[src/rtl/amd_params.svh]
// named constants of the addressing-mode decoder
// assumes inclusion by the package and the decoder; guarded against repeats
`ifndef AMD_PARAMS_SVH
`define AMD_PARAMS_SVH

// data and address widths
`define AMD_BYTE_W 8
`define AMD_ADDR_W 16
`define AMD_LEN_W 2
`define AMD_SIGN_BIT 7
`define AMD_ZERO_PAGE 8'h00
`define AMD_ONE 16'h0001

// operand byte counts after the opcode
`define AMD_LEN_0 2'h0
`define AMD_LEN_1 2'h1
`define AMD_LEN_2 2'h2

// interrupt mask levels
`define AMD_MASK_W 2
`define AMD_MASK_HI 2'h3
`define AMD_MASK_LO 2'h0

// state codes, gray in the order listed here
`define AMD_ST_IDLE 3'h0
`define AMD_ST_OPND1 3'h1
`define AMD_ST_OPND2 3'h3
`define AMD_ST_PTRHI 3'h2
`define AMD_ST_PTRLO 3'h6
`define AMD_ST_FIN 3'h4

// addressing mode codes
`define AMD_M_INH 4'h0
`define AMD_M_IMM 4'h1
`define AMD_M_DIR_S 4'h2
`define AMD_M_DIR_L 4'h3
`define AMD_M_IDX_0 4'h4
`define AMD_M_IDX_S 4'h5
`define AMD_M_IDX_L 4'h6
`define AMD_M_IND_S 4'h7
`define AMD_M_IND_L 4'h8
`define AMD_M_IIX_S 4'h9
`define AMD_M_IIX_L 4'hA
`define AMD_M_REL_D 4'hB
`define AMD_M_REL_I 4'hC

// special inherent kinds
`define AMD_K_NONE 3'h0
`define AMD_K_MASK_RAISE 3'h1
`define AMD_K_MASK_LOWER 3'h2
`define AMD_K_HALT 3'h3
`define AMD_K_WAIT 3'h4

`endif

[src/rtl/amd_pkg.sv]
// types shared by the addressing-mode decoder and its bench
// assumes amd_params.svh is on the include path
`include "amd_params.svh"
`default_nettype none

package amd_pkg;

  // ****************************************
  // enumerations
  // ****************************************
  typedef enum logic [3:0] {
    AMD_INH = `AMD_M_INH, AMD_IMM = `AMD_M_IMM,
    AMD_DIR_S = `AMD_M_DIR_S, AMD_DIR_L = `AMD_M_DIR_L,
    AMD_IDX_0 = `AMD_M_IDX_0, AMD_IDX_S = `AMD_M_IDX_S, AMD_IDX_L = `AMD_M_IDX_L,
    AMD_IND_S = `AMD_M_IND_S, AMD_IND_L = `AMD_M_IND_L,
    AMD_IIX_S = `AMD_M_IIX_S, AMD_IIX_L = `AMD_M_IIX_L,
    AMD_REL_D = `AMD_M_REL_D, AMD_REL_I = `AMD_M_REL_I
  } amd_mode_t;

  typedef enum logic [2:0] {
    AMD_K_NONE = `AMD_K_NONE, mask_raise_instr = `AMD_K_MASK_RAISE,
    mask_lower_instr = `AMD_K_MASK_LOWER, AMD_K_HALT = `AMD_K_HALT,
    wait_for_irq_instr = `AMD_K_WAIT
  } amd_kind_t;

  typedef enum logic [2:0] {
    AMD_ST_IDLE = `AMD_ST_IDLE, AMD_ST_OPND1 = `AMD_ST_OPND1,
    AMD_ST_OPND2 = `AMD_ST_OPND2, AMD_ST_PTRHI = `AMD_ST_PTRHI,
    AMD_ST_PTRLO = `AMD_ST_PTRLO, AMD_ST_FIN = `AMD_ST_FIN
  } amd_state_t;

  // ****************************************
  // carriers
  // ****************************************
  typedef struct packed {
    amd_mode_t mode;
    amd_kind_t kind;
    logic sel_y;
    logic rmw;
  } amd_req_t;

  typedef struct packed {
    logic [`AMD_ADDR_W-1:0] ea;
    logic [`AMD_BYTE_W-1:0] imm;
    logic [`AMD_ADDR_W-1:0] seq_pc;
    logic [`AMD_ADDR_W-1:0] branch_pc;
    logic [`AMD_LEN_W-1:0] len;
    logic has_ea;
    logic has_imm;
    logic has_branch;
    logic illegal;
  } amd_res_t;

endpackage

`default_nettype wire

[src/rtl/amd_decoder.sv]
// addressing-mode decoder: operand fetch and effective-address forming
// assumes a same-clock byte memory port with a req/ack handshake and
// that the opcode's mode and kind arrive decoded with start_i
// halt and wait are left only by irq_i or by reset
// How it works
// - inherent instructions are one byte only
// - immediate: second byte is the operand value
// - short direct: one byte, page zero
// - long direct: two-byte word address, full space
// - indexed: unsigned sum index plus offset
// - no offset: index alone, no byte
// - short indexed: nine-bit sum up to 1FE
// - long indexed: word offset plus index
// - indirect: fetch operand address at pointer
// - short indirect: byte pointer, page zero
// - long indirect forms fetch a word pointer
// - indirect indexed: pointer value plus index
// - short indirect indexed reaches up to 1FE
// - relative: sequential pc plus signed byte offset
// - relative direct: offset follows the opcode
// - relative indirect: offset read from memory
// - mask raise sets 3, lower sets 0
// - halt and wait both hold off new starts until interrupt
// - read-modify-write instructions: short forms only
`include "amd_params.svh"
`default_nettype none

module amd_decoder
  import amd_pkg::*;
(
  input wire logic clk_i,
  input wire logic rstn_i,
  input wire logic start_i,
  input wire amd_req_t req_i,
  input wire logic [`AMD_ADDR_W-1:0] pc_i,
  input wire logic [`AMD_BYTE_W-1:0] idx_x_i,
  input wire logic [`AMD_BYTE_W-1:0] idx_y_i,
  input wire logic irq_i,
  output logic ready_o,
  output logic mem_req_o,
  output logic [`AMD_ADDR_W-1:0] mem_addr_o,
  input wire logic mem_ack_i,
  input wire logic [`AMD_BYTE_W-1:0] mem_rdata_i,
  output logic done_o,
  output amd_res_t res_o,
  output logic [`AMD_MASK_W-1:0] irq_mask_o,
  output logic halt_o,
  output logic wait_o
);

  // ****************************************
  // helpers
  // ****************************************

  // operand bytes following the opcode
  function automatic logic [`AMD_LEN_W-1:0] mode_len(input amd_mode_t m);
    case (m)
      AMD_INH, AMD_IDX_0: mode_len = `AMD_LEN_0;
      AMD_DIR_L, AMD_IDX_L: mode_len = `AMD_LEN_2;
      default: mode_len = `AMD_LEN_1;
    endcase
  endfunction

  // long forms reach beyond page zero
  function automatic logic is_long(input amd_mode_t m);
    case (m)
      AMD_DIR_L, AMD_IDX_L, AMD_IND_L, AMD_IIX_L: is_long = 1'b1;
      default: is_long = 1'b0;
    endcase
  endfunction

  // zero-extend a byte to an address
  function automatic logic [`AMD_ADDR_W-1:0] zext(input logic [`AMD_BYTE_W-1:0] b);
    zext = {`AMD_ZERO_PAGE, b};
  endfunction

  // sign-extend a relative offset
  function automatic logic [`AMD_ADDR_W-1:0] sext(input logic [`AMD_BYTE_W-1:0] b);
    sext = {{`AMD_BYTE_W{b[`AMD_SIGN_BIT]}}, b};
  endfunction

  // ****************************************
  // sequencer state
  // ****************************************
  amd_state_t state_r, state_nxt;
  amd_req_t req_r, req_nxt;
  amd_res_t res_r, res_nxt;
  logic [`AMD_ADDR_W-1:0] addr_r, addr_nxt;
  // only the chosen index is kept, so the other may change freely
  logic [`AMD_BYTE_W-1:0] idx_r, idx_nxt;
  logic [`AMD_BYTE_W-1:0] hi_r, hi_nxt;
  logic [`AMD_MASK_W-1:0] mask_r, mask_nxt;
  logic halt_r, halt_nxt;
  logic wait_r, wait_nxt;
  logic [`AMD_ADDR_W-1:0] word_w;
  logic [`AMD_ADDR_W-1:0] idx_w;

  // ****************************************
  // handshake outputs
  // ****************************************

  // new instructions are held off while stopped or busy
  assign ready_o = (state_r == AMD_ST_IDLE) && !halt_r && !wait_r;
  assign mem_req_o = (state_r == AMD_ST_OPND1) || (state_r == AMD_ST_OPND2)
                     || (state_r == AMD_ST_PTRHI) || (state_r == AMD_ST_PTRLO);
  assign done_o = (state_r == AMD_ST_FIN);
  assign mem_addr_o = addr_r;
  assign res_o = res_r;
  assign irq_mask_o = mask_r;
  assign halt_o = halt_r;
  assign wait_o = wait_r;

  // high byte came first, this byte is the low one
  assign word_w = {hi_r, mem_rdata_i};
  assign idx_w = zext(idx_r);

  // ****************************************
  // next-state of the sequencer
  // ****************************************
  always_comb begin
    state_nxt = state_r;
    req_nxt = req_r;
    res_nxt = res_r;
    addr_nxt = addr_r;
    idx_nxt = idx_r;
    hi_nxt = hi_r;
    case (state_r)
      AMD_ST_IDLE: begin
        if (start_i && ready_o) begin
          req_nxt = req_i;
          idx_nxt = req_i.sel_y ? idx_y_i : idx_x_i;
          res_nxt = '0;
          res_nxt.len = mode_len(req_i.mode);
          // sequential pc skips opcode and operands
          res_nxt.seq_pc = pc_i + `AMD_ONE + zext({6'h00, mode_len(req_i.mode)});
          // long forms flagged when rmw, result still formed
          res_nxt.illegal = req_i.rmw && is_long(req_i.mode);
          // operand bytes start right after the opcode
          addr_nxt = pc_i + `AMD_ONE;
          case (req_i.mode)
            AMD_INH: state_nxt = AMD_ST_FIN;
            AMD_IDX_0: begin
              res_nxt.ea = zext(req_i.sel_y ? idx_y_i : idx_x_i);
              res_nxt.has_ea = 1'b1;
              state_nxt = AMD_ST_FIN;
            end
            default: state_nxt = AMD_ST_OPND1;
          endcase
        end
      end
      AMD_ST_OPND1: begin
        if (mem_ack_i) begin
          hi_nxt = mem_rdata_i;
          state_nxt = AMD_ST_FIN;
          case (req_r.mode)
            AMD_IMM: begin
              res_nxt.imm = mem_rdata_i;
              res_nxt.has_imm = 1'b1;
            end
            AMD_DIR_S: begin
              res_nxt.ea = zext(mem_rdata_i);
              res_nxt.has_ea = 1'b1;
            end
            AMD_IDX_S: begin
              // nine-bit sum kept, never wrapped to a byte
              res_nxt.ea = zext(mem_rdata_i) + idx_w;
              res_nxt.has_ea = 1'b1;
            end
            AMD_DIR_L, AMD_IDX_L: begin
              addr_nxt = addr_r + `AMD_ONE;
              state_nxt = AMD_ST_OPND2;
            end
            AMD_REL_D: begin
              res_nxt.branch_pc = res_r.seq_pc + sext(mem_rdata_i);
              res_nxt.has_branch = 1'b1;
            end
            default: begin
              // codes beyond the relative ones also take this pointer path
              // pointer address is always in page zero
              addr_nxt = zext(mem_rdata_i);
              state_nxt = AMD_ST_PTRHI;
            end
          endcase
        end
      end
      AMD_ST_OPND2: begin
        if (mem_ack_i) begin
          res_nxt.has_ea = 1'b1;
          state_nxt = AMD_ST_FIN;
          // this byte is the low half of the word
          if (req_r.mode == AMD_IDX_L) begin
            res_nxt.ea = word_w + idx_w;
          end else begin
            res_nxt.ea = word_w;
          end
        end
      end
      AMD_ST_PTRHI: begin
        if (mem_ack_i) begin
          hi_nxt = mem_rdata_i;
          state_nxt = AMD_ST_FIN;
          case (req_r.mode)
            AMD_IND_S: begin
              res_nxt.ea = zext(mem_rdata_i);
              res_nxt.has_ea = 1'b1;
            end
            AMD_IIX_S: begin
              res_nxt.ea = zext(mem_rdata_i) + idx_w;
              res_nxt.has_ea = 1'b1;
            end
            AMD_REL_I: begin
              res_nxt.branch_pc = res_r.seq_pc + sext(mem_rdata_i);
              res_nxt.has_branch = 1'b1;
            end
            default: begin
              // word pointer may straddle into page one
              addr_nxt = addr_r + `AMD_ONE;
              state_nxt = AMD_ST_PTRLO;
            end
          endcase
        end
      end
      AMD_ST_PTRLO: begin
        if (mem_ack_i) begin
          res_nxt.has_ea = 1'b1;
          state_nxt = AMD_ST_FIN;
          // low pointer byte completes the word pointer
          if (req_r.mode == AMD_IIX_L) begin
            res_nxt.ea = word_w + idx_w;
          end else begin
            res_nxt.ea = word_w;
          end
        end
      end
      // one-cycle strobe; res_r holds until the next accepted start
      AMD_ST_FIN: state_nxt = AMD_ST_IDLE;
      default: state_nxt = AMD_ST_IDLE;
    endcase
  end

  // ****************************************
  // sequencer registers
  // ****************************************
  always_ff @(posedge clk_i or negedge rstn_i) begin
    if (!rstn_i) begin
      state_r <= AMD_ST_IDLE;
      req_r <= '0;
      res_r <= '0;
      addr_r <= '0;
      idx_r <= '0;
      hi_r <= '0;
    end else begin
      state_r <= state_nxt;
      req_r <= req_nxt;
      res_r <= res_nxt;
      addr_r <= addr_nxt;
      idx_r <= idx_nxt;
      hi_r <= hi_nxt;
    end
  end

  // ****************************************
  // mask level and power state
  // ****************************************

  // wake first, then set, so a stop issued as an interrupt lands is kept
  always_comb begin
    mask_nxt = mask_r;
    halt_nxt = halt_r;
    wait_nxt = wait_r;
    if (irq_i) begin
      halt_nxt = 1'b0;
      wait_nxt = 1'b0;
    end
    // kind acts once, in the strobe cycle
    if (state_r == AMD_ST_FIN) begin
      case (req_r.kind)
        mask_raise_instr: mask_nxt = `AMD_MASK_HI;
        mask_lower_instr: mask_nxt = `AMD_MASK_LO;
        AMD_K_HALT: halt_nxt = 1'b1;
        wait_for_irq_instr: wait_nxt = 1'b1;
        default: mask_nxt = mask_r;
      endcase
    end
  end

  // mask comes up fully raised, as after a reset
  always_ff @(posedge clk_i or negedge rstn_i) begin
    if (!rstn_i) begin
      mask_r <= `AMD_MASK_HI;
      halt_r <= 1'b0;
      wait_r <= 1'b0;
    end else begin
      mask_r <= mask_nxt;
      halt_r <= halt_nxt;
      wait_r <= wait_nxt;
    end
  end

endmodule

`default_nettype wire

[config.mk]
export PLATFORM = sky130hd
export DESIGN_NAME = amd_decoder
export DESIGN_NICKNAME = d
export VERILOG_FILES = /design/src/rtl/amd_pkg.sv /design/src/rtl/amd_decoder.sv
export VERILOG_INCLUDE_DIRS = /design/src /design/src/rtl
export SDC_FILE = /design/constraint.sdc
export NUM_CORES = 1
export LEC_CHECK = 0
export ABC_AREA = 1
export BUFFER_PORTS_ARGS = -buffer_cell sky130_fd_sc_hd__clkbuf_2
export CORE_MARGIN = 1.5
export CORE_UTILIZATION = 40
export CTS_CLUSTER_DIAMETER = 60
export DETAILED_ROUTE_END_ITERATION = 8
export HOLD_SLACK_MARGIN = 0.1
export SLEW_MARGIN = 20
export SYNTH_ARGS = -nofsm -noshare
export SYNTH_HDL_FRONTEND = slang
export SYNTH_SLANG_ARGS = --single-unit
[constraint.sdc]
create_clock -name clk_i -period 2.4 [get_ports clk_i]
set_clock_uncertainty 0.15 [all_clocks]
set_input_delay 0.36 -clock clk_i [delete_from_list [all_inputs] [get_ports clk_i]]
set_output_delay 0.36 -clock clk_i [all_outputs]
set_load 0.05 [all_outputs]
== Yosys cells after proc, flatten, opt, wreduce, memory -nomap -nowiden ==
Index checks and enable logic that the tools add are counted.

* $add $sub $neg: 6
* Mux-type cells: 59
* Eq/ne operators: 39
* Reductions and logical operators: 35

{| class="wikitable"
|+ Operators with widths
! cell !! number
|-
| 16-bit 2-to-1 mux || 13
|-
| 16-bit one-hot mux with 2 select lines || 3
|-
| 16-bit one-hot mux with 3 select lines || 2
|-
| 16-bit one-hot mux with 5 select lines || 1
|-
| 62-bit 2-to-1 mux || 1
|-
| 16-bit by 1-bit adder with 16-bit output (second input constant) || 2
|-
| 4-bit equality test (second input constant) || 6
|-
| 24-bit 2-to-1 mux || 1
|-
| 8-bit 2-to-1 mux || 3
|-
| 4-bit by 3-bit equality test with 1-bit output (second input constant) || 5
|-
| 1-bit 2-to-1 mux || 18
|-
| 3-bit 2-to-1 mux || 6
|-
| 16-bit adder || 1
|-
| 16-bit by 2-bit adder with 16-bit output || 1
|-
| 16-bit by 8-bit adder with 16-bit output || 1
|-
| 2-bit inequality test (second input constant) || 8
|-
| 8-bit one-hot mux with 2 select lines || 1
|-
| 2-bit OR reduction || 7
|-
| 3-bit by 2-bit equality test with 1-bit output (second input constant) || 4
|-
| 4-bit by 2-bit equality test with 1-bit output (second input constant) || 3
|-
| 3-bit one-hot mux with 4 select lines || 1
|-
| 6-bit AND reduction || 2
|-
| 2-bit by 1-bit inequality test with 1-bit output (second input constant) || 5
|-
| 8-bit by 8-bit adder with 9-bit output || 1
|-
| 25 further kinds || 43
|}

* Logic and storage cells: 157
* Register bits after elaboration: 108
* Output and inout port bits: 85
* Bits of input ports: 54

== Logic depth before layout (Yosys ltp) ==
Gate-level depths: netlist of the first run.

* Depth in word-level cells: 9
* Depth in mapped cells: 19
* Depth with buffers taken out: 19

== Worst setup path before layout of the first run ==
Ideal clock, no wire load.

* Kind: register to register
* Start point: register res_r, in the netlist res_o[22]
* End point: register res_r, in the netlist res_o[16]
* Setup time: 122 ps
* Buffers on the path: 0
* Stages on the path, launching flop included: 12
* Data required time: 2,128 ps
* Slack: -206 ps
* Clock period less this slack: 2,606 ps
* Data arrival time: 2,333 ps
* Cell sequence: dfrtp_1 > ha_1 > inv_1 > fa_1 > o21ai_0 > a21boi_0 > o21ai_0 > nand2_1 > nand2_1 > nand2_1 > nand2_1 > o21ai_1

* Longest elaborated chain between the ends: 4
* Elaborated cells on any way between the ends: 6
* Classes of those cells: add/sub: 1; mux: 5

{| class="wikitable"
|+ Ends and longest elaborated chain
! item !! RTL line !! source
|-
| from (decl) || amd_decoder.sv:87 || <nowiki>amd_res_t res_r, res_nxt;</nowiki>
|-
| from (signal assigned) || amd_decoder.sv:255 || <nowiki>res_r <= res_nxt;</nowiki>
|-
| 16-bit adder * || amd_decoder.sv:174, amd_decoder.sv:212 ||
|-
| 16-bit 2-to-1 mux, on equally long branches || amd_decoder.sv:202, amd_decoder.sv:155 ||
|-
| 16-bit 2-to-1 mux, on equally long branches || amd_decoder.sv:199, amd_decoder.sv:152 ||
|-
| 16-bit one-hot mux with 3 select lines * || amd_decoder.sv:127 || <nowiki>case (state_r)</nowiki>
|}

Every way passes the cells marked *; elsewhere a longest branch is shown, timed or not. The select of a mux whose other input is x is not followed.
A chain may end at the register's enable or synchronous reset.

== Final worst setup path of the first run ==
* Start point: register state_r[0]
* End point: output port mem_req_o

* Longest elaborated chain between the ends: 4
* Elaborated cells on any way between the ends: 7
* Classes of those cells: eq/ne: 4; reduce/logical: 3

{| class="wikitable"
|+ Ends and longest elaborated chain
! item !! RTL line !! source
|-
| from (decl) || amd_decoder.sv:85 || <nowiki>amd_state_t state_r, state_nxt;</nowiki>
|-
| from (signal assigned) || amd_decoder.sv:253 || <nowiki>state_r <= state_nxt;</nowiki>
|-
| 3-bit by 1-bit equality test with 1-bit output or 3-bit by 2-bit equality test with 1-bit output (tied branches) || amd_decoder.sv:104 || <nowiki>assign mem_req_o = (state_r == AMD_ST_OPND1) || (state_r == AMD_ST_OPND2)</nowiki>
|-
| 1-bit logical OR || amd_decoder.sv:104 ||
|-
| 1-bit logical OR || amd_decoder.sv:105 || <nowiki>|| (state_r == AMD_ST_PTRHI) || (state_r == AMD_ST_PTRLO);</nowiki>
|-
| 1-bit logical OR * || amd_decoder.sv:105 ||
|-
| to (decl) || amd_decoder.sv:40 || <nowiki>output logic mem_req_o,</nowiki>
|}

Every way passes the cells marked *; elsewhere a longest branch is shown, timed or not.

==> metrics.log, run 1 <==
[metrics] YS warnings: 0
[metrics] filler-free cell count of the finished design: ~1400
[metrics] transition time at the pin with the least slew margin: between 0.4 and 0.5 ns
[metrics] run status: finished, final reports clean
[metrics] Port-buffer cells: 138
[metrics] final net count: 1283
[metrics] critical path launch point: state_r[0]$_DFFE_PN0P_
[metrics] maximum number of pins on one net before global-route repair: 59
[metrics] Final Slew Violations: 0
[metrics] portion of the post-synthesis area used by sequential elements: between 30% and 40%
[metrics] IO Count: 139
[metrics] global-route wire length before repair: about 33000 um
[metrics] worst setup slack after layout: 0.129 ns
[metrics] clock sink count: 107
[metrics] critical path startpoint category: register
[metrics] buffer count from post-CTS setup fixing: 0
[metrics] Setup Crit Path Kind: register to output pin
[metrics] Setup WS pre-CTS: -0.203 ns
[metrics] number of cells in the design after placement: 1408
[metrics] top cell type's share of synthesized area: 36.8%
[metrics] Core Box Area: 0.0175 mm^2
[metrics] RePlAce Congestion: 0.880
[metrics] post-detailed-route wirelength per cell: between 10 and 15 um
[metrics] final wirelength: 21100 um
[metrics] endpoint arrival time on the critical path: 1.76 ns
[metrics] total setup violations reported at the end of the flow: 0
[metrics] drt via density: 5.08
[metrics] hpwl dp: approximately 17000 um
[metrics] share of flip-flops with an asynchronous set or reset after synthesis: 100%
[metrics] Detailed Route Iter0 Violations: 500
[metrics] final total negative setup slack: 0 ns
[metrics] endpoint required time on the critical path: 1.89 ns
[metrics] number of antenna violations at the first check in global routing: 0
[metrics] post-synth top area cell: sky130_fd_sc_hd__dfrtp_1
[metrics] Final min period: around 2.3 ns
[metrics] synthesis-to-finish area growth: 23.4%
[metrics] Fmax achieved: 440 MHz
[metrics] filler instances: about 1800
[metrics] CP endpoint kind: output pin
[metrics] netlist area before placement: 0.00721 mm^2
[metrics] Sw Pwr: between 6 and 7 mW
[metrics] Leakage Power: 4.69 nW
[metrics] Ant. Diodes: 0
[metrics] mux contribution to synthesized area: 1.11%
[metrics] Initial Utilization: 41.3%
[metrics] Placement Rows: 48
[metrics] Die Outline Area: 0.0188 mm^2
[metrics] Synth Area in XOR/XNOR: about 3.5%
[metrics] final cycle utilization of the critical path: 94.6%
[metrics] DR vias: 7263
[metrics] synthesized instance count: approximately 1000
[metrics] area fraction in and, or, nand and nor cells after synthesis: 29.4%
[metrics] largest family of logic cells by synthesized area: simple AND/OR/NAND/NOR gates
[metrics] hold path startpoint: req_i[0]
[metrics] clock tree from TritonCTS: built
[metrics] vias in the first global route: 6603
[metrics] Synth Area in Compound Gates: 15.6%
[metrics] nets in the synthesized netlist: 1100
[metrics] Chip Height: around 140 um
[metrics] register share of total power: 25.5%
[metrics] maximum capacitance violations: 0
[metrics] GR Util All Layers: 22.9%
[metrics] pwr/cell area: 1420 mW/mm^2
[metrics] maximum vdd drop: 0.925 mV
[metrics] internal power: 5.80 mW
[metrics] number of register bits inferred by synthesis: 107
[metrics] number of clock buffers inserted by TritonCTS: 9
[metrics] ys flop type: sky130_fd_sc_hd__dfrtp_1
[metrics] clock group share of total power: approximately an eighth
[metrics] clock latency reported for the late side of the worst-skew pair: 0.36 ns
[metrics] highest net fanout along the worst path: 10
[metrics] worst relative slew slack: about two thirds
[metrics] Crit Reg-Reg Startpoint: idx_r[0]$_DFFE_PN0P_
[metrics] clock root buffer: sky130_fd_sc_hd__clkbuf_16
[metrics] H-tree levels: 3
[metrics] First-pass DRT Iterations: 5
[metrics] Net Sw Frac: between 50% and 60%
[metrics] most used standard cell by instance count after synthesis: sky130_fd_sc_hd__nand2_1
[metrics] mean area per synthesized cell: 7.10 um^2
[metrics] post-route ant nets: 0
[metrics] Yosys cell types: 47
[metrics] overall overflow remaining after global route: 0
[metrics] commonest cells in the synthesized netlist: 298 x sky130_fd_sc_hd__nand2_1, 112 x sky130_fd_sc_hd__inv_1, 106 x sky130_fd_sc_hd__dfrtp_1, 89 x sky130_fd_sc_hd__nor2_1, 85 x sky130_fd_sc_hd__o21ai_0
[metrics] count of flip-flops with a built-in enable after synthesis: 0
[metrics] share of final-layout standard cells stronger than drive strength 1: 20.4%
[metrics] Hold Crit Class: primary input to register
[metrics] arithmetic-cell share of the synthesized area counting full adders, half adders and majority gates: under 10%
[metrics] clock buffer depth: 2
[metrics] die boundary width: around 140 um
[metrics] power share of the combinational group: 61.3%
[metrics] Total Power: 12.6 mW
[metrics] Synth area leaders: sky130_fd_sc_hd__dfrtp_1 37%, sky130_fd_sc_hd__nand2_1 16%, sky130_fd_sc_hd__o21ai_0 5.9%
[metrics] # DRC: 0
[metrics] post-CTS clock slew at the launch and capture registers of the worst setup and hold paths: 0.07 ns
[metrics] Hold Violations, Final: 0
## kinds of logic after synthesis
kind of cell             Yosys count
buffers and inverters            142
XOR/XNOR                          29
AND/OR/NAND/NOR                  498
multiplexers                       8
AO/OA/AOI/OAI                    202
flip-flops                       107
adder cells (fa/ha/maj)           30
## routing by layer
metal / vias to the layer above / wire (um) / GRT usage, %
li1: 3709 / - / -
met2: 187 / 9180 / 35.0
met5: - / 0 / 0
met3: 25 / 866 / 2.61
met1: 3342 / 10600 / 33.8
met4: 0 / 408 / 7.54
## critical path: stages (launching register included)
cell and delay, ns:
sky130_fd_sc_hd__dfrtp_1 0.42, sky130_fd_sc_hd__nand2_1 0.18, sky130_fd_sc_hd__inv_1 0.06, sky130_fd_sc_hd__nor2_1 0.17, sky130_fd_sc_hd__buf_4 0.23, sky130_fd_sc_hd__inv_1 0.12, sky130_fd_sc_hd__buf_2 0.23
## area by class of cell
type,instances,area [um^2],area share (%)
Sequential cell,107,2680,30.1
Multi-Input combinational cell,767,4000,45.0
Inverter,122,460,5.18
Clock buffer,12,256,2.88
Clock inverter,4,72.6,0.816
Timing Repair Buffer,192,1140,12.8
Tap cell,225,282,3.17
## cells in the final DEF, fill, tap and decap left out, types with 3 or more instances in the layout
| cell | synthesis | routed |
|---|---|---|
| sky130_fd_sc_hd__a21o_1 | 4 | 4 |
| sky130_fd_sc_hd__a21oi_1 | 48 | 47 |
| sky130_fd_sc_hd__a21oi_2 | 3 | 4 |
| sky130_fd_sc_hd__buf_4 | 2 | 47 |
| sky130_fd_sc_hd__clkbuf_16 | 0 | 9 |
| sky130_fd_sc_hd__clkbuf_2 | 0 | 136 |
| sky130_fd_sc_hd__dfrtp_1 | 106 | 104 |
| sky130_fd_sc_hd__dlygate4sd3_1 | 0 | 5 |
| sky130_fd_sc_hd__ha_1 | 27 | 27 |
| sky130_fd_sc_hd__inv_1 | 112 | 111 |
| sky130_fd_sc_hd__inv_2 | 9 | 10 |
| sky130_fd_sc_hd__mux2i_1 | 8 | 8 |
| sky130_fd_sc_hd__nand2_1 | 298 | 297 |
| sky130_fd_sc_hd__nand2_2 | 4 | 5 |
| sky130_fd_sc_hd__nand3_1 | 54 | 54 |
| sky130_fd_sc_hd__nand3b_1 | 3 | 3 |
| sky130_fd_sc_hd__nand4_1 | 20 | 20 |
| sky130_fd_sc_hd__nor2_1 | 89 | 86 |
| sky130_fd_sc_hd__nor2_2 | 4 | 5 |
| sky130_fd_sc_hd__nor2_4 | 4 | 6 |
| sky130_fd_sc_hd__nor3_1 | 15 | 15 |
| sky130_fd_sc_hd__o211ai_1 | 3 | 3 |
| sky130_fd_sc_hd__o21ai_0 | 85 | 79 |
| sky130_fd_sc_hd__o21ai_1 | 26 | 31 |
| sky130_fd_sc_hd__o21ai_2 | 2 | 3 |
| sky130_fd_sc_hd__o21bai_1 | 4 | 4 |
| sky130_fd_sc_hd__o221ai_1 | 3 | 3 |
| sky130_fd_sc_hd__o22ai_1 | 10 | 10 |
| sky130_fd_sc_hd__o31ai_1 | 4 | 4 |
| sky130_fd_sc_hd__xnor2_1 | 11 | 11 |
| sky130_fd_sc_hd__xor2_1 | 18 | 18 |
## flip-flops by register name, summed over array words and instances, names as in the netlist, 3 cells and up
register and count:
idx_r 8, res_o 62, mem_addr_o 16, req_r 7
hi_r 8, state_r 3
## timing repair
action                                  in CTS  in global routing
resized for setup                            1                 16
endpoints found under the setup margin       1                 17
pin swaps                                    0                  2
endpoints found under the hold margin       35                  0
hold buffers                                 5                  0
## through the flow
stage	cell area (um^2)	utilization, %	hold slack, ns
after floorplan	7210	-	-0.0856
after global placement	8480	48.5	0.188
after detailed placement	8480	48.5	0.193
after CTS	8860	50.7	0.147
after global routing	8890	50.9	0.165
final	8890	50.9	0.150
## final timing paths
kind	cells past startpoint	end	slack, ns
setup reg to reg	10	res_o[52]$_DFFE_PN0P_	0.15
hold reg to reg	1	irq_mask_o[0]$_DFFE_PN1P_	0.31
hold / removal	3	res_o[0]$_DFFE_PN0P_	0.15
min in group asynchronous	2	req_r[4]$_DFFE_PN0P_	0.33
setup / recovery	6	mem_req_o	0.13
max in group asynchronous	3	res_o[16]$_DFFE_PN0P_	1.09
## power by group through the flow
| stage | Clock (mW) | Combinational, mW | Sequential, mW |
|---|---|---|---|
| global route | 1.78 | 8.52 | 3.31 |
| finish | 1.66 | 7.73 | 3.22 |
| detailed placement | 0 | 7.69 | 3.23 |
| CTS | 1.70 | 7.71 | 3.21 |
| global placement | 0 | 7.63 | 3.24 |
| floorplan | 0 | 4.00 | 4.81 |
Note: power is estimated with default switching activity, not from simulation.
==> inputs of run 2 (changes only) <==
--- a/config.mk
+++ b/config.mk
@@ -9,10 +9,11 @@
 export ABC_AREA = 1
 export BUFFER_PORTS_ARGS = -buffer_cell sky130_fd_sc_hd__clkbuf_2
 export CORE_MARGIN = 1.5
-export CORE_UTILIZATION = 40
+export CORE_UTILIZATION = 55
 export CTS_CLUSTER_DIAMETER = 60
 export DETAILED_ROUTE_END_ITERATION = 8
 export HOLD_SLACK_MARGIN = 0.1
+export PLACE_DENSITY = 0.79
 export SLEW_MARGIN = 20
 export SYNTH_ARGS = -nofsm -noshare
 export SYNTH_HDL_FRONTEND = slang
==> constraint.sdc (replaced) <==
create_clock -name clk_i -period 2.4 [get_ports clk_i]
set_clock_uncertainty 0.15 [all_clocks]
set_input_delay 0.36 -clock clk_i [delete_from_list [all_inputs] [get_ports clk_i]]
set_output_delay 0.36 -clock clk_i [all_outputs]
set_load 0.005 [all_outputs]
==> run 2 against run 1 <==
Net effect: routed wire length down 3.7%; critical endpoint unchanged; final area shrank 1.4%; die area is 27% lower; largest power group unchanged.
==> metrics.log, run 2 (synthesized netlist as in run 1, its figures left out) <==
[metrics] clock tree from TritonCTS: built
[metrics] First-pass DRT Iterations: 5 (unchanged)
[metrics] power share of the combinational group: 54.9% (-6.4 points)
[metrics] Ant. Diodes: 0 (unchanged)
[metrics] pwr/cell area: 1210 mW/mm^2 (-14%)
[metrics] H-tree levels: 3 (unchanged)
[metrics] Die Outline Area: 0.0138 mm^2 (-27%)
[metrics] largest incremental delay on the critical path: 0.43 ns (about the same)
[metrics] critical path startpoint category: register
[metrics] RePlAce Congestion: 0.968 (+10%)
[metrics] Port-buffer cells: 138 (unchanged)
[metrics] Setup Crit Path Kind: register to output pin
[metrics] number of clock buffers inserted by TritonCTS: 9 (unchanged)
[metrics] endpoint arrival time on the critical path: 1.73 ns (-0.03 ns)
[metrics] met3 wire length: 1610 um (+86%)
[metrics] Leakage Power: 4.68 nW (-0.26%)
[metrics] WL met2: 8910 um (-2.9%)
[metrics] maximum vdd drop: 0.673 mV (-27%)
[metrics] Placement Rows: 41 (-15%)
[metrics] Net Sw Frac: 46.5% (-7.5 points)
[metrics] minimum hold slack: 0.128 ns (-0.0218 ns)
[metrics] Core Box Area: 0.0127 mm^2 (-27%)
[metrics] worst relative slew slack: 67.5% (-0.79 points)
[metrics] flip-flop count of the largest register after layout: 62 (unchanged)
[metrics] cell seen most often among critical-path stages: sky130_fd_sc_hd__inv_1
[metrics] Final Slew Violations: 0 (unchanged)
[metrics] number of antenna violations at the first check in global routing: 0 (unchanged)
[metrics] overall overflow remaining after global route: 0 (unchanged)
[metrics] # DRC: 0 (unchanged)
[metrics] post-route met1 wirelength: 9100 um (-14%)
[metrics] share of final-layout standard cells stronger than drive strength 1: 19.9% (-0.52 points)
[metrics] endpoint required time on the critical path: 1.89 ns (about the same)
[metrics] GR Util All Layers: 30.0% (+7.1 points)
[metrics] final cycle utilization of the critical path: 93.4% (-1.2 points)
[metrics] post-CTS clock slew at the launch and capture registers of the worst setup and hold paths: 0.07 ns (about the same)
[metrics] clock root buffer: sky130_fd_sc_hd__clkbuf_16
[metrics] clock sink count: 107 (unchanged)
[metrics] Initial Utilization: 56.7% (+15 points)
[metrics] CP endpoint kind: output pin
[metrics] Max stage delay cell, worst path: sky130_fd_sc_hd__dfrtp_1
[metrics] Final min period: 2.24 ns (-0.0294 ns)
[metrics] Total Power: 10.6 mW (-16%)
[metrics] register share of total power: 30.2% (+4.7 points)
[metrics] synthesis-to-finish area growth: 21.7%
[metrics] hpwl dp: 15700 um (-6.1%)
[metrics] run status: finished, final reports clean
[metrics] Fmax achieved: 446 MHz (+1.3%)
[metrics] topmost layer with routed signal wires: met4
[metrics] maximum capacitance violations: 0 (unchanged)
[metrics] vias in the first global route: 6979 (+5.7%)
[metrics] drt via density: 5.45 (+7.3%)
[metrics] clock buffer depth: 2 (unchanged)
[metrics] die boundary width: 117 um (-14%)
[metrics] maximum number of pins on one net before global-route repair: 54 (-8.5%)
[metrics] DR vias: 7480 (+3.0%)
[metrics] post-detailed-route wirelength per cell: 14.8 um (+0.34%)
[metrics] total setup violations reported at the end of the flow: 0 (unchanged)
[metrics] highest net fanout along the worst path: 10 (unchanged)
[metrics] Hold Crit Class: primary input to register
[metrics] Hold Violations, Final: 0 (unchanged)
[metrics] IO Count: 139 (unchanged)
[metrics] post-route ant nets: 0 (unchanged)
[metrics] final wirelength: 20300 um (-3.7%)
[metrics] final net count: 1279 (-0.31%)
[metrics] global-route wire length before repair: 33500 um (+0.35%)
[metrics] internal power: 5.68 mW (-2.0%)
[metrics] clock latency reported for the late side of the worst-skew pair: 0.36 ns (about the same)
[metrics] most frequent cells in the layout: 297 x sky130_fd_sc_hd__nand2_1, 137 x sky130_fd_sc_hd__clkbuf_2, 112 x sky130_fd_sc_hd__inv_1
[metrics] Chip Height: 117 um (-14%)
[metrics] transition time at the pin with the least slew margin: 0.487 ns (+0.0129 ns)
[metrics] commonest non-fill, non-tap cell in the layout: sky130_fd_sc_hd__nand2_1
[metrics] Detailed Route Iter0 Violations: 664 (+33%)
[metrics] Sw Pwr: 4.95 mW (-27%)
[metrics] clock group share of total power: 14.9% (+1.7 points)
[metrics] Critical Path, Cell by Cell: nand2_1 -> inv_1 -> nor2_1 -> buf_4 -> inv_1 -> clkbuf_2
[run 2: cell count changes in the layout (fill, tap and decap cells not counted), moves of 2 or more]
cell	delta
sky130_fd_sc_hd__clkbuf_8	-2
sky130_fd_sc_hd__dfrtp_1	+2
sky130_fd_sc_hd__clkinv_2	+3
sky130_fd_sc_hd__inv_2	-2
sky130_fd_sc_hd__buf_4	-3
sky130_fd_sc_hd__dfrtp_2	-2
[run 2: final timing paths]
check / startpoint / end / slack [ns] / depth (start not counted)
min reg2reg: req_r[3]$_DFFE_PN0P_ / irq_mask_o[0]$_DFFE_PN1P_ / 0.32 / 1
max reg2reg: state_r[2]$_DFFE_PN0P_ / mem_addr_o[11]$_DFFE_PN0P_ / 0.18 / 13
max in group asynchronous: rstn_i / res_o[6]$_DFFE_PN0P_ / 1.18 / 3
min in group asynchronous: rstn_i / wait_o$_DFF_PN0_ / 0.34 / 2
max: state_r[0]$_DFFE_PN0P_ / mem_req_o / 0.16 / 6
min: req_i[0] / res_o[0]$_DFFE_PN0P_ / 0.13 / 3
[run 2: layout make-up]
cell class,count,area [um^2]
tap,172,215
fill,1149,3950
clock inverter,6,80.1
multi-input combinational,767,4000
sequential,107,2680
timing repair buffer,188,1110
inverter,122,463
clock buffer,10,229
[run 2: layer usage]
metal / track usage [%] / vias to the layer above
li1: - / 3722
met4: 13.3 / 0
met3: 4.51 / 43
met5: 0 / -
met1: 42.9 / 3398
met2: 45.5 / 317
[run 2: timing repair]
item	CTS	global route
pin swaps	0	2
endpoints found under the hold margin	35	0
hold buffers	5	0
gates resized for setup	1	14
endpoints found under the setup margin	3	12
setup buffers	0	2
[run 2: stage by stage]
step           worst slack, ns  cell area, um^2  utilization, %  TNS [ns]  cells
2_1_floorplan           0.0412             7210               -         0   1016
3_3_place_gp            -0.131             8370            65.8    -0.441   1349
3_5_place_dp            -0.192             8370            65.8     -1.25   1349
4_1_cts                 0.0752             8730            68.6         0   1370
5_1_grt               -0.00613             8770            68.9  -0.00613   1372
6_report                 0.158             8770            68.9         0   1372
[run 2: critical path, delay by kind of cell, from the launching register on]
| kind | cells | cell delay (ns) |
|---|---|---|
| flops | 1 | 0.43 |
| buf+inv | 4 | 0.56 |
| simple gates | 2 | 0.39 |
[run 2: power groups by stage]
stage / sequential, mW / clock [mW] / combinational, mW
after CTS: 3.19 / 1.61 / 5.74
after global routing: 3.30 / 1.66 / 6.58
final: 3.21 / 1.59 / 5.84
after global placement: 3.20 / 0 / 5.59
after floorplan: 3.10 / 0 / 3.89
after detailed placement: 3.22 / 0 / 5.68
==> inputs of run 3 (changes only) <==
--- a/config.mk
+++ b/config.mk
@@ -8,12 +8,14 @@
 export LEC_CHECK = 0
 export ABC_AREA = 1
 export BUFFER_PORTS_ARGS = -buffer_cell sky130_fd_sc_hd__clkbuf_2
+export CAP_MARGIN = 5
 export CORE_MARGIN = 1.5
 export CORE_UTILIZATION = 55
 export CTS_CLUSTER_DIAMETER = 60
 export DETAILED_ROUTE_END_ITERATION = 8
 export HOLD_SLACK_MARGIN = 0.1
 export PLACE_DENSITY = 0.79
+export SETUP_SLACK_MARGIN = 0.5
 export SLEW_MARGIN = 20
 export SYNTH_ARGS = -nofsm -noshare
 export SYNTH_HDL_FRONTEND = slang
==> run 3 against run 2 <==
Net effect: final area is 22% higher; worst hold slack better by 0.025 ns; routed wire length is 42% higher; core utilization is 15 points higher; sequential share of layout area is 5.5 points lower; count of clock-buffer cells in the layout is 4 higher; register-to-register slack better by 0.03 ns; die area stayed put; combinational power is 70% higher; largest power group unchanged; sequential power is 4% higher.
==> metrics.log, run 3 (synthesized netlist as in run 1, its figures left out) <==
[metrics] maximum number of pins on one net before global-route repair: 54 (unchanged)
[metrics] post-detailed-route wirelength per cell: 19.8 um (+34%)
[metrics] Final min period: 2.31 ns (+0.0634 ns)
[metrics] filler-free cell count of the finished design: 1460 (+6.4%)
[metrics] DR vias: 8888 (+19%)
[metrics] CP endpoint kind: register
[metrics] number of cells in the design after placement: 1341 (-0.59%)
[metrics] clock tree from TritonCTS: built
[metrics] critical path startpoint category: primary input
[metrics] H-tree levels: 3 (unchanged)
[metrics] most frequent cells in the layout: 242 x sky130_fd_sc_hd__nand2_1, 134 x sky130_fd_sc_hd__clkbuf_2, 102 x sky130_fd_sc_hd__dfrtp_1
[metrics] utilization of the core after routing: 84.3% (+15 points)
[metrics] number of antenna violations at the first check in global routing: 0 (unchanged)
[metrics] Core Box Area: 0.0127 mm^2 (unchanged)
[metrics] final net count: 1368 (+7.0%)
[metrics] Hold Crit Class: primary input to register
[metrics] post-route ant nets: 0 (unchanged)
[metrics] share of final-layout standard cells stronger than drive strength 1: 39.8% (+20 points)
[metrics] Total Power: 14.7 mW (+38%)
[metrics] vias in the first global route: 7407 (+6.1%)
[metrics] maximum capacitance violations: 0 (unchanged)
[metrics] final total negative setup slack: 0 ns (unchanged)
[metrics] clock buffer depth: 2 (unchanged)
[metrics] Chip Height: 117 um (unchanged)
[metrics] drt via density: 6.09 (+12%)
[metrics] Initial Utilization: 56.7% (unchanged)
[metrics] endpoint required time on the critical path: 2.50 ns (+0.61 ns)
[metrics] number of clock buffers inserted by TritonCTS: 9 (unchanged)
[metrics] global-route wire length before repair: 36100 um (+7.9%)
[metrics] total setup violations reported at the end of the flow: 0 (unchanged)
[metrics] clock latency reported for the late side of the worst-skew pair: 0.36 ns (about the same)
[metrics] First-pass DRT Iterations: 7 (+2)
[metrics] maximum vdd drop: 0.810 mV (+20%)
[metrics] worst setup slack after layout: 0.0945 ns (-0.0634 ns)
[metrics] Detailed Route Iter0 Violations: 1093 (+65%)
[metrics] Final Slew Violations: 0 (unchanged)
[metrics] setup repair after global routing missed its margin: yes
[metrics] run status: finished, final reports clean
[metrics] Die Outline Area: 0.0138 mm^2 (unchanged)
[metrics] Setup WS pre-CTS: -0.0875 ns (+0.105 ns)
[metrics] final cycle utilization of the critical path: 96.1% (+2.6 points)
[metrics] synthesis-to-finish area growth: 48.8%
[metrics] Fmax achieved: 434 MHz (-2.8%)
[metrics] commonest non-fill, non-tap cell in the layout: sky130_fd_sc_hd__nand2_1
[metrics] die boundary width: 117 um (unchanged)
[metrics] hpwl dp: 15500 um (-1.1%)
[metrics] GR Util All Layers: 32.5% (+2.5 points)
[metrics] transition time at the pin with the least slew margin: 0.718 ns (+0.231 ns)
[metrics] overall overflow remaining after global route: 0 (unchanged)
[metrics] # DRC: 0 (unchanged)
[metrics] flip-flop count of the largest register after layout: 62 (unchanged)
[metrics] Port-buffer cells: 138 (unchanged)
[metrics] clock root buffer: sky130_fd_sc_hd__clkbuf_16
[metrics] Leakage Power: 5.37 nW (+15%)
[metrics] post-CTS clock slew at the launch and capture registers of the worst setup and hold paths: 0.07 ns (about the same)
[metrics] pwr/cell area: 1370 mW/mm^2 (+13%)
[metrics] Hold Violations, Final: 0 (unchanged)
[metrics] Setup Crit Path Kind: primary input to register
[metrics] worst relative slew slack: 52.2% (-15 points)
[metrics] Placement Rows: 41 (unchanged)
[metrics] RePlAce Congestion: 0.972 (+0.38%)
[metrics] final wirelength: 28900 um (+42%)
[metrics] IO Count: 139 (unchanged)
[metrics] clock sink count: 107 (unchanged)
[metrics] Ant. Diodes: 0 (unchanged)
[metrics] endpoint arrival time on the critical path: 2.40 ns (+0.67 ns)
[metrics] highest net fanout along the worst path: 3 (-7)
## run 3: power breakdown
group	switching (mW)	internal (mW)	total (mW)	leakage, nW
Combinational	5.59	4.34	9.93	3.87
Clock	0.680	0.760	1.44	0.133
Sequential	0.795	2.56	3.35	1.37
Total	7.07	7.65	14.7	5.37
## run 3: stage by stage
step	instance area [um^2]	hold slack, ns
global placement	8360	0.288
global route	10700	0.141
finish	10700	0.154
floorplan	7260	-0.0856
detailed placement	8360	0.297
CTS	9450	0.144
## run 3: worst paths after layout
path	slack [ns]	start	cells past startpoint	endpoint
max	0.09	req_i[7]	16	res_o[30]$_DFFE_PN0P_
min	0.15	req_i[0]	3	res_o[0]$_DFFE_PN0P_
max reg2reg	0.21	state_r[0]$_DFFE_PN0P_	10	mem_addr_o[1]$_DFFE_PN0P_
min reg2reg	0.31	req_r[4]$_DFFE_PN0P_	1	irq_mask_o[0]$_DFFE_PN1P_
max in group asynchronous	1.05	rstn_i	3	idx_r[6]$_DFFE_PN0P_
min in group asynchronous	0.43	rstn_i	2	state_r[0]$_DFFE_PN0P_
## run 3: worst max-delay path, stage by stage
cell,delay (ns)
sky130_fd_sc_hd__buf_8,0.10
sky130_fd_sc_hd__nor2_4,0.09
sky130_fd_sc_hd__inv_2,0.04
sky130_fd_sc_hd__nand4_1,0.15
sky130_fd_sc_hd__nand2_2,0.09
sky130_fd_sc_hd__inv_2,0.12
sky130_fd_sc_hd__ha_4,0.17
sky130_fd_sc_hd__inv_2,0.05
sky130_fd_sc_hd__fa_2,0.41
sky130_fd_sc_hd__nor2_4,0.13
sky130_fd_sc_hd__nand3_2,0.09
sky130_fd_sc_hd__inv_2,0.09
sky130_fd_sc_hd__nand2_4,0.08
sky130_fd_sc_hd__nor2_4,0.15
sky130_fd_sc_hd__xor2_1,0.18
sky130_fd_sc_hd__o21ai_1,0.10
## run 3: metal layers
layer,up-vias,track usage (%),wire length (um)
met5,-,0,0
met4,0,13.3,2070
met3,207,4.36,3110
met2,677,52.7,13300
met1,4120,44.3,10400
li1,3884,-,-
## run 3: repair_timing
item | in CTS | in global routing
endpoints found under the hold margin | 53 | 0
pin swaps | 54 | 64
gates resized for setup | 109 | 225
setup endpoints to repair | 86 | 90
buffers inserted | 51 | 39
hold buffers | 5 | 0
cloned | 4 | 5
## run 3: final cells by class
cell class | count | area [um^2]
clock buffers | 14 | 264
clock inverters | 1 | 8.76
fillers | 751 | 1990
inverters | 122 | 514
multi-input cells | 768 | 4950
flip-flops and latches | 107 | 2680
well taps | 172 | 215
repair buffers | 273 | 2070
repair inverters | 3 | 25.0
